### src/logic/pmw_pkg.sv
// pmw_pkg: constants and types for the power mode and wakeup controller
package pmw_pkg;
  localparam int unsigned CLK_MHZ = 200;
  localparam int unsigned NUM_RES = 8;
  localparam int unsigned CPU_BIT = 0;
  localparam int unsigned NUM_IRQ = 4;
  localparam int unsigned IRQ_PERIPH = 0;
  localparam int unsigned IRQ_SUPV = 1;
  localparam int unsigned IRQ_TIMEWHEEL = 2;
  localparam int unsigned IRQ_IO = 3;
  localparam int unsigned SLEEP_RESUME_US = 15;
  localparam int unsigned SLEEP_RESUME_CYC = SLEEP_RESUME_US * CLK_MHZ;
  localparam int unsigned HIB_RESUME_US = 100;
  localparam int unsigned HIB_RESUME_CYC = HIB_RESUME_US * CLK_MHZ - 1;
  localparam int unsigned TIMEWHEEL_PERIOD = 2000;
  localparam logic [7:0] ACT_TMPL_RST = 8'hFF;
  localparam logic [7:0] ALT_TMPL_RST = 8'hFE;
  localparam logic [7:0] IRQ_EN_RST = 8'h0F;
  typedef enum logic [1:0] {
    MODE_ACTIVE,
    MODE_ALT_ACTIVE,
    MODE_SLEEP,
    MODE_HIBERNATE
  } pmw_mode_t;
endpackage

### src/logic/pmw_wake_if.sv
// pmw_wake_if: wakeup event carrier between the controller and its event collector
`timescale 1ns/1ps
`default_nettype none
interface pmw_wake_if;
  logic wake;
  logic io_wake;
  logic hib;
  modport src (output wake, output io_wake, input hib);
  modport dst (input wake, input io_wake, output hib);
endinterface
`default_nettype wire

### src/logic/pmw_timewheel.sv
// pmw_timewheel: divider that raises a periodic one-cycle tick
`timescale 1ns/1ps
`default_nettype none
module pmw_timewheel #(
  parameter int unsigned PERIOD = pmw_pkg::TIMEWHEEL_PERIOD
) (
  input wire logic sys_clk,
  input wire logic reset,
  input wire logic enable,
  output logic tick
);
  import pmw_pkg::*;
  logic [31:0] cnt_reg;
  always_ff @(posedge sys_clk) begin
    if (reset || !enable) begin
      cnt_reg <= 32'h0;
      tick <= 1'b0;
    end else if (cnt_reg == PERIOD - 1) begin
      cnt_reg <= 32'h0;
      tick <= 1'b1;
    end else begin
      cnt_reg <= cnt_reg + 32'h1;
      tick <= 1'b0;
    end
  end
endmodule // pmw_timewheel
`default_nettype wire

### src/logic/pmw_wake_collect.sv
// pmw_wake_collect: synchronises pins and qualifies wakeup sources
`timescale 1ns/1ps
`default_nettype none
module pmw_wake_collect (
  input wire logic sys_clk,
  input wire logic reset,
  input wire logic [pmw_pkg::NUM_IRQ-1:0] irq_in,
  input wire logic [pmw_pkg::NUM_IRQ-1:0] irq_en,
  input wire logic [2:0] rst_wake_en,
  input wire logic external_reset_pin_n,
  input wire logic [2:0] io_pin,
  input wire logic watchdog_timer,
  input wire logic precision_reset,
  pmw_wake_if.src wk
);
  import pmw_pkg::*;
  logic [2:0] xr_sync_reg;
  logic [2:0] io_s1_reg, io_s2_reg, io_s3_reg;
  logic xr_level_reg;
  logic [2:0] io_level_reg;
  logic io_edge;
  always_ff @(posedge sys_clk) begin
    if (reset) begin
      xr_sync_reg <= 3'h7;
      xr_level_reg <= 1'b0;
    end else begin
      xr_sync_reg <= {xr_sync_reg[1:0], external_reset_pin_n};
      if (xr_sync_reg[1] == xr_sync_reg[2]) begin
        xr_level_reg <= ~xr_sync_reg[2];
      end
    end
  end
  always_ff @(posedge sys_clk) begin
    if (reset) begin
      io_s1_reg <= 3'h0;
      io_s2_reg <= 3'h0;
      io_s3_reg <= 3'h0;
      io_level_reg <= 3'h0;
    end else begin
      io_s1_reg <= io_pin;
      io_s2_reg <= io_s1_reg;
      io_s3_reg <= io_s2_reg;
      for (int i = 0; i < 3; i++) begin
        if (io_s2_reg[i] == io_s3_reg[i]) begin
          io_level_reg[i] <= io_s3_reg[i];
        end
      end
    end
  end
  // io pins wake on a settled rising level change
  assign io_edge = |(io_s3_reg & ~io_level_reg & (io_s2_reg ~^ io_s3_reg));
  always_comb begin
    logic io_any;
    logic irq_any;
    logic rst_any;
    io_any = (irq_in[IRQ_IO] | io_edge) & irq_en[IRQ_IO];
    irq_any = |(irq_in & irq_en);
    rst_any = (xr_level_reg & rst_wake_en[0]) | (watchdog_timer & rst_wake_en[1]) |
      (precision_reset & rst_wake_en[2]);
    wk.io_wake = io_any;
    // in hibernate only external io may wake
    wk.wake = wk.hib ? io_any : (irq_any | io_any | rst_any);
  end
endmodule // pmw_wake_collect
`default_nettype wire

### src/logic/pmw_power_ctrl.sv
// pmw_power_ctrl: global power mode controller with templates and wakeup
// =====================================================================
`timescale 1ns/1ps
`default_nettype none
module pmw_power_ctrl #(
  parameter int unsigned SLEEP_CYC = pmw_pkg::SLEEP_RESUME_CYC,
  parameter int unsigned HIB_CYC = pmw_pkg::HIB_RESUME_CYC,
  parameter int unsigned TW_PERIOD = pmw_pkg::TIMEWHEEL_PERIOD
) (
  input wire logic sys_clk,
  input wire logic reset,
  input wire logic act_tmpl_wr,
  input wire logic [pmw_pkg::NUM_RES-1:0] act_tmpl_wdata,
  input wire logic alt_tmpl_wr,
  input wire logic [pmw_pkg::NUM_RES-1:0] alt_tmpl_wdata,
  input wire logic irq_en_wr,
  input wire logic [7:0] irq_en_wdata,
  input wire logic mode_req_wr,
  input wire pmw_pkg::pmw_mode_t mode_req,
  input wire logic periph_irq,
  input wire logic supervisor_irq,
  input wire logic io_irq,
  input wire logic [2:0] io_pin,
  input wire logic external_reset_pin_n,
  input wire logic watchdog_timer,
  input wire logic precision_reset,
  input wire logic [pmw_pkg::NUM_RES-1:0] gpio_out_in,
  output logic [pmw_pkg::NUM_RES-1:0] res_enable,
  output logic [pmw_pkg::NUM_RES-1:0] res_clk_en,
  output logic [pmw_pkg::NUM_RES-1:0] gpio_out,
  output pmw_pkg::pmw_mode_t cur_mode,
  output logic resuming,
  output logic retain,
  output logic [pmw_pkg::NUM_RES-1:0] act_tmpl,
  output logic [pmw_pkg::NUM_RES-1:0] alt_tmpl,
  output logic [7:0] irq_en,
  output logic wake_event,
  output logic timewheel_tick
);
  import pmw_pkg::*;
  // =====================================================================
  // wakeup collection
  pmw_wake_if wk ();
  logic [NUM_IRQ-1:0] irq_vec;
  assign irq_vec = {io_irq, timewheel_tick, supervisor_irq, periph_irq};
  pmw_timewheel #(.PERIOD(TW_PERIOD)) u_tw (
    .sys_clk(sys_clk),
    .reset(reset),
    .enable(irq_en[IRQ_TIMEWHEEL]),
    .tick(timewheel_tick)
  );
  pmw_wake_collect u_wc (
    .sys_clk(sys_clk),
    .reset(reset),
    .irq_in(irq_vec),
    .irq_en(irq_en[NUM_IRQ-1:0]),
    .rst_wake_en(irq_en[6:4]),
    .external_reset_pin_n(external_reset_pin_n),
    .io_pin(io_pin),
    .watchdog_timer(watchdog_timer),
    .precision_reset(precision_reset),
    .wk(wk)
  );
  // =====================================================================
  // templates and enables written by firmware
  logic cpu_force_reg;
  always_ff @(posedge sys_clk) begin
    if (reset) begin
      act_tmpl <= ACT_TMPL_RST;
      alt_tmpl <= ALT_TMPL_RST;
      irq_en <= IRQ_EN_RST;
    end else begin
      if (act_tmpl_wr) begin
        act_tmpl <= act_tmpl_wdata;
      end
      if (alt_tmpl_wr) begin
        alt_tmpl <= alt_tmpl_wdata;
      end
      if (irq_en_wr) begin
        irq_en <= irq_en_wdata;
      end
    end
  end
  // =====================================================================
  // mode state machine
  typedef enum {ST_RUN, ST_LOW, ST_RESUME} pmw_state_t;
  pmw_state_t state_reg;
  pmw_mode_t mode_reg;
  logic [31:0] resume_cnt_reg;
  logic from_hib_reg;
  logic pend_reg;
  pmw_mode_t pend_mode_reg;
  assign wk.hib = (state_reg == ST_LOW) && (mode_reg == MODE_HIBERNATE);
  assign wake_event = wk.wake;
  always_ff @(posedge sys_clk) begin
    if (reset) begin
      pend_reg <= 1'b0;
      pend_mode_reg <= MODE_ACTIVE;
    end else if (mode_req_wr) begin
      pend_reg <= 1'b1;
      pend_mode_reg <= mode_req;
    end else begin
      pend_reg <= 1'b0;
    end
  end
  always_ff @(posedge sys_clk) begin
    if (reset) begin
      state_reg <= ST_RUN;
      mode_reg <= MODE_ACTIVE;
      resume_cnt_reg <= 32'h0;
      from_hib_reg <= 1'b0;
    end else begin
      unique case (state_reg)
        ST_RUN: begin
          if (wk.wake) begin
            mode_reg <= MODE_ACTIVE;
          end else if (pend_reg) begin
            mode_reg <= pend_mode_reg;
            if (pend_mode_reg == MODE_SLEEP || pend_mode_reg == MODE_HIBERNATE) begin
              state_reg <= ST_LOW;
            end
          end
        end
        ST_LOW: begin
          // hibernate listens to the io wake alone, every other source stays asleep
          if ((mode_reg == MODE_HIBERNATE) ? wk.io_wake : wk.wake) begin
            state_reg <= ST_RESUME;
            from_hib_reg <= (mode_reg == MODE_HIBERNATE);
            resume_cnt_reg <= 32'h0;
          end
        end
        ST_RESUME: begin
          // settle time before active; counted from the wake, sleep reaches active at exactly its resume figure, hibernate one cycle inside it
          if ((from_hib_reg && resume_cnt_reg >= HIB_CYC - 1) ||
              (!from_hib_reg && resume_cnt_reg >= SLEEP_CYC - 1)) begin
            state_reg <= ST_RUN;
            mode_reg <= MODE_ACTIVE;
          end else begin
            resume_cnt_reg <= resume_cnt_reg + 32'h1;
          end
        end
      endcase
    end
  end
  // cpu forced on in active mode from a wakeup until firmware rewrites the active template
  always_ff @(posedge sys_clk) begin
    if (reset) begin
      cpu_force_reg <= 1'b0;
    end else if (wk.wake) begin
      cpu_force_reg <= 1'b1;
    end else if (act_tmpl_wr) begin
      cpu_force_reg <= 1'b0;
    end
  end
  // =====================================================================
  // resource enables and clock gating
  logic [NUM_RES-1:0] en_next;
  always_comb begin
    en_next = '0;
    if (state_reg == ST_RUN) begin
      if (mode_reg == MODE_ALT_ACTIVE) begin
        en_next = alt_tmpl;
      end else begin
        en_next = act_tmpl;
        en_next[CPU_BIT] = act_tmpl[CPU_BIT] | cpu_force_reg;
      end
    end
  end
  always_ff @(posedge sys_clk) begin
    if (reset) begin
      res_enable <= ACT_TMPL_RST;
      res_clk_en <= ACT_TMPL_RST;
    end else begin
      res_enable <= en_next;
      res_clk_en <= en_next;
    end
  end
  // outputs freeze while retained in hibernate
  always_ff @(posedge sys_clk) begin
    if (reset) begin
      gpio_out <= '0;
    end else if (!wk.hib) begin
      gpio_out <= gpio_out_in;
    end
  end
  assign retain = wk.hib;
  assign cur_mode = mode_reg;
  assign resuming = (state_reg == ST_RESUME);
endmodule // pmw_power_ctrl
`default_nettype wire

### config.mk
export PLATFORM = sky130hd
export DESIGN_NAME = pmw_power_ctrl
export DESIGN_NICKNAME = d
export VERILOG_FILES = /design/src/logic/pmw_pkg.sv /design/src/logic/pmw_wake_if.sv /design/src/logic/pmw_timewheel.sv /design/src/logic/pmw_wake_collect.sv /design/src/logic/pmw_power_ctrl.sv
export SDC_FILE = /design/constraint.sdc
export NUM_CORES = 1
export LEC_CHECK = 0
export BUFFER_PORTS_ARGS = -buffer_cell sky130_fd_sc_hd__buf_4
export CAP_MARGIN = 40
export CORE_ASPECT_RATIO = 1.25
export CORE_MARGIN = 10
export CORE_UTILIZATION = 40
export CTS_BUF_LIST = sky130_fd_sc_hd__clkbuf_4
export DETAILED_ROUTE_END_ITERATION = 10
export PLACE_DENSITY = 0.67
export SKIP_CTS_REPAIR_TIMING = 1
export SLEW_MARGIN = 20
export SYNTH_ARGS = -nofsm -noshare
export SYNTH_HDL_FRONTEND = slang
export SYNTH_SLANG_ARGS = --single-unit
### constraint.sdc
create_clock -name sys_clk -period 2.35 [get_ports sys_clk]
set_input_delay 0.1175 -clock sys_clk [delete_from_list [all_inputs] [get_ports sys_clk]]
set_output_delay 0.1175 -clock sys_clk [all_outputs]
set_load 0.05 [all_outputs]
After elaboration in Yosys (flattened, before gate mapping). Index checks and enable logic that the tools add are counted.

Register bits after elaboration: 160. Input bits: 49. Logic and storage cells: 103. Output and inout port bits: 54.

Equality and inequality tests: 20. $add $sub $neg: 2. Reduce and logical (&&, ||, !) cells: 20. Multiplexer cells: 21. Bitwise logic cells: 16. Magnitude comparators: 2.

Operators with widths (number): two-way mux 32 bit (7); one-hot mux 32 bit (3 select lines) (1); adder 32 x 1 -> 32 bit (second input constant) (2); equality test 32 x 2 -> 1 bit (second input constant) (2); zero test 32 bit (2); one-hot mux 32 bit (2 select lines) (1); equality test 32 x 1 -> 1 bit (second input constant) (1); equality test 32 x 11 -> 1 bit (second input constant) (1); equality test 32 x 3 -> 1 bit (second input constant) (1); greater-or-equal comparator 32 x 12 -> 1 bit (second input constant) (1); greater-or-equal comparator 32 x 15 -> 1 bit (second input constant) (1); two-way mux 8 bit (2); inequality test 2 bit (second input constant) (6); bitwise AND 3 bit (2); equality test 2 bit (second input constant) (3); two-way mux 1 bit (6); two-way mux 2 bit (3); bitwise OR 1 bit (6); AND reduction 3 bit (2); nonzero test 2 bit (3); AND reduction 5 bit (1); bitwise AND 1 bit (4); bitwise AND 4 bit (1); equality test 1 bit (4); other kinds (13) (18).

Logic depth before layout (Yosys ltp).
Depth after elaboration: 12. Mapped depth: 10. Depth with buffers taken out: 9.

By module. A second synthesis with hierarchy kept.

Cell total of the unflattened synthesis: 657. Area total of the unflattened synthesis: 6015.8 um^2.

Modules (own cells, without submodules): pmw_power_ctrl (area each 3672.3 um^2, times used 1, cells an instance 399, sequential area each 1621.6 um^2); pmw_timewheel (area each 1809.2 um^2, times used 1, cells an instance 206, sequential area each 660.6 um^2); pmw_wake_collect (area each 534.3 um^2, times used 1, cells an instance 52, sequential area each 320.3 um^2).

Worst setup path before layout. No wires, ideal clock.

Path kind: reg-to-reg. From: register state_reg[0]. To: register resume_cnt_reg[17]. Path slack: -0.304 ns. Buffers on the path: 2. Setup time: 0.070 ns. Arrival time: 2.584 ns. Cell stages (with the launch flop): 10. Cells stage by stage: dfxtp_1 inv_1 ha_1 clkbuf_1 nand2_1 o31ai_1 o211ai_4 buf_6 or4_1 a21oi_1.

Cells in the longest elaborated chain, start to end: 6. Elaborated cells on any way between the ends: 11.

RTL lines: from (decl) (RTL line pmw_power_ctrl.sv:87) `pmw_state_t state_reg;`; from (signal assigned) (RTL line pmw_power_ctrl.sv:108) `state_reg <= ST_RUN;`; from (signal assigned) (RTL line pmw_power_ctrl.sv:120) `state_reg <= ST_LOW;`; from (signal assigned) (RTL line pmw_power_ctrl.sv:127) `state_reg <= ST_RESUME;`; equality test 32 x 2 -> 1 bit (RTL line pmw_power_ctrl.sv:93) `assign wk.hib = (state_reg == ST_LOW) && (mode_reg == MODE_HIBERNATE);`; logical AND 1 bit (RTL line pmw_power_ctrl.sv:93); two-way mux 1 bit (RTL line pmw_wake_collect.sv:62) `wk.wake = wk.hib ? io_any : (irq_any | io_any | rst_any);`; two-way mux 1 bit (RTL line pmw_power_ctrl.sv:126) `if ((mode_reg == MODE_HIBERNATE) ? wk.io_wake : wk.wake) begin`; inequality test 2 bit (no source line); AND reduction 3 bit (no source line); to (signal assigned) (RTL line pmw_power_ctrl.sv:139) `resume_cnt_reg <= resume_cnt_reg + 32'h1;`; to (decl) (RTL line pmw_power_ctrl.sv:89) `logic [31:0] resume_cnt_reg;`.

Several ways; a longest one is shown, not always the timed one. A chain may end at the register's enable or synchronous reset.

Worst setup path after layout.
From: register resume_cnt_reg[15]. To: register resume_cnt_reg[17].

Cells in the longest elaborated chain, start to end: 5. Elaborated cells on any way between the ends: 10.

RTL lines: greater-or-equal comparator 32 x 15 -> 1 bit / greater-or-equal comparator 32 x 12 -> 1 bit (equally long branches) (RTL line pmw_power_ctrl.sv:134, pmw_power_ctrl.sv:135); logical AND 1 bit, on equally long branches (RTL line pmw_power_ctrl.sv:134, pmw_power_ctrl.sv:135); logical OR 1 bit (RTL line pmw_power_ctrl.sv:134) `if ((from_hib_reg && resume_cnt_reg >= HIB_CYC - 1) ||`; inequality test 2 bit (no source line); AND reduction 3 bit (no source line).

Several ways; a longest one is shown, not always the timed one. The select of a mux whose other input is x is not followed.

==> flow_metrics.tcl <==
set metrics [dict create \
    leakage_nw 3.02 \
    via_per_inst 5.20 \
    outcome "finished, violations left" \
    vias 5225 \
    grt_max_degree 55 \
    cts_made_buffers 17 \
    cts_tree "done" \
    setup-violations-final 12 \
    drive_gt1_frac 0.267 \
    synth-seq-cells 130 \
    syn_area_per_cell_um2 9.01 \
    cts.htree.levels 4 \
    setup_tns_ns -0.606 \
    async_reset_ff_frac 0 \
    violations "negative setup slack" \
    ir_drop_mv 0.439 \
    ios 103 \
    first_pass_iters 5 \
    post-route-drc-count 0 \
    ys_seq_area_frac 0.466 \
    slowest_delay_ns 0.54 \
    wire_per_inst_um 15.6 \
    pwr-share-comb 0.247 \
    timing.rr.start "resume_cnt_reg[15]" \
    slew_violations 0 \
    endpoint_kind "register" \
    ys_warn_count 0 \
    yosys.area.top_type_share 0.466 \
    maxCapViolations 0 \
    grt_pass1_wl_um 22600 \
    critical_path.max_fanout 5 \
    drt_wl_total_um 15700 \
    rows 48 \
    port_buffers 102 \
    nets 871 \
    synth_most_common_cell "dfxtp_1" \
    crit_type "reg -> reg" \
    min_from "io_irq" \
    tightest_slew_ns 0.674 \
    clk_pin_slew_worst_paths_ns 0.11 \
    reg2reg_depth 6 \
    clk_path_buf_depth 2 \
    drt-initial-drc-count 367 \
    clkSinkCount 130 \
    chipHeight_um 152 \
    final_antenna_net_count 0 \
    yosysTopAreaCell "dfxtp_1" \
    slew_headroom 0.550 \
    power_per_cell_area_nw_per_um2 667 \
    p_int_mw 3.58 \
    rsz0062_at_grt "true" \
    overflow 0 \
    timing.rr.end "resume_cnt_reg[17]" \
    worst-endpoint-required_ns 2.82 \
    start_kind "register" \
    clockPowerShare 0.308 \
    synth_edf_count 0 \
    fmax_mhz 410 \
    crit_chain "or3_4 -> or4_4 -> o21ai_4 -> o211ai_2 -> or4_1 -> a21oi_1" \
    skew_ns 0.0254 \
    final_cell_count_no_fill 1005 \
    grt.total_usage 0.141 \
    critPathSlowestCell "or4_1" \
    fp.dieW_um 126 \
    gp_congestion 0.865 \
    clk_latency_ns 0.56 \
    fillers 1133 \
    min_period_ns 2.44 \
    min_path_type "in -> reg" \
    grt_pass1_vias 4788 \
    min_path_cells 7 \
    synth_area_leaders "dfxtp_1, nor2_1, nand2_1" \
    layout_setup_ws_ns -0.0878 \
    core_area_um2 13800 \
    whs_endpoint "from_hib_reg" \
    synthTopCellsByCount "dfxtp_1, nor2_1, nand2_1, a21oi_1, nor2b_1" \
    dieArea_um2 19100 \
    cts-root-buf "clkbuf_4" \
    reg2reg_slack_ns -0.09 \
    period_share 1.04 \
    dp_cells 887 \
    yosys.cell_types.count 57 \
    antenna_found_initial 1 \
    start_util 0.406 \
    synthesis.nets 675 \
    syn_inst 620 \
    power_switching_mw 1.72 \
    area_growth_pct 42.4 \
    hold_viol 0 \
    crit_arrival_ns 2.91 \
    hpwlAfterDp_um 10200 \
    pwr-share-seq 0.445 \
    synth_ff_type "dfxtp_1" \
    syn_area_um2 5590 \
    p_sw_frac 0.325 \
]
-- power by group through the flow --
stage	clock [mW]	sequential, mW	combinational [mW]
3_5_place_dp	0	2.40	1.08
3_3_place_gp	0	2.40	1.06
4_1_cts	1.67	2.35	1.08
2_1_floorplan	0	2.61	0.530
5_1_grt	1.76	2.37	1.38
6_report	1.63	2.36	1.31
-- area by class of cell --
| class | instances | area, µm² | area share |
|---|---|---|---|
| Multi-Input combinational cell | 435 | 2940 | 0.369 |
| Sequential cell | 130 | 2610 | 0.328 |
| Timing Repair Buffer | 214 | 1810 | 0.228 |
| Tap cell | 175 | 219 | 0.0275 |
| Clock inverter | 15 | 183 | 0.0230 |
| Clock buffer | 17 | 128 | 0.0160 |
| Inverter | 18 | 68.8 | 0.00865 |
| Antenna cell | 1 | 2.50 | 0.000314 |
-- logic make-up (layout without fill, tap and decap cells) --
logic type	count (synthesis)	after routing	share of synthesized area
AND/OR/NAND/NOR	265	265	0.247
flip-flops	130	130	0.466
AO/OA/AOI/OAI	113	115	0.145
buffers and inverters	57	264	0.0459
XOR/XNOR	32	32	0.0502
multiplexers	17	17	0.0323
adder cells (fa/ha/maj)	6	6	0.0134
other	0	1	0
-- per-stage QoR --
step / hold slack (ns) / setup slack, ns / util / instance area, µm² / total power [mW]
2_1_floorplan: 0.221 / -0.0141 / - / 5610 / 3.14
5_1_grt: 0.132 / -0.151 / 0.579 / 7960 / 5.51
3_5_place_dp: 0.315 / -0.171 / 0.481 / 6620 / 3.48
4_1_cts: -0.301 / -0.205 / 0.504 / 6930 / 5.11
6_report: 0.130 / -0.0878 / 0.579 / 7960 / 5.31
3_3_place_gp: 0.309 / -0.0661 / 0.481 / 6620 / 3.46
-- worst max-delay path, delay by kind of cell, from the launching register on --
family             cells  cell delay (ns)
DFF                    1             0.33
and+or+nand+nor        3             1.40
AOI/OAI and AO/OA      3             0.64
-- how the worst max path moves through the flow --
stage | cells past startpoint | slack, ns | startpoint | endpoint
finish | 6 | -0.09 | resume_cnt_reg[15] | resume_cnt_reg[17]
global route | 7 | -0.15 | resume_cnt_reg[15] | resume_cnt_reg[11]
CTS | 9 | -0.21 | resume_cnt_reg[0] | resume_cnt_reg[13]
detailed placement | 9 | -0.17 | resume_cnt_reg[0] | resume_cnt_reg[13]
global placement | 9 | -0.07 | resume_cnt_reg[0] | resume_cnt_reg[18]
floorplan | 9 | -0.01 | resume_cnt_reg[0] | resume_cnt_reg[17]
-- cell usage in the layout (no fill, tap or decap), types with 7 or more instances in the layout --
cell and instances:
buf_4 133, dfxtp_1 124, dlygate4sd3_1 74, nor2_1 66, nand2_1 53, a21oi_1 31, nor2b_1 30, nand3_1 20
a211o_1 19, xnor2_1 18, clkbuf_4 17, inv_1 16, o21a_1 15, nor4_1 14, nand4_1 14, xor2_1 14
nor3_1 11, mux2i_1 9, o21ai_0 9, mux2_2 8, a21o_1 8, or4_1 8, and4_1 7, o31ai_1 7
-- metal layers --
metal,GRT usage,part of all wire,up-vias
li1,-,-,2580
met1,0.149,0.39,2511
met2,0.256,0.55,113
met3,0.0404,0.036,21
met4,0.0533,0.017,0
met5,0,0,-
No activity file was read; power rests on OpenSTA's default activity.
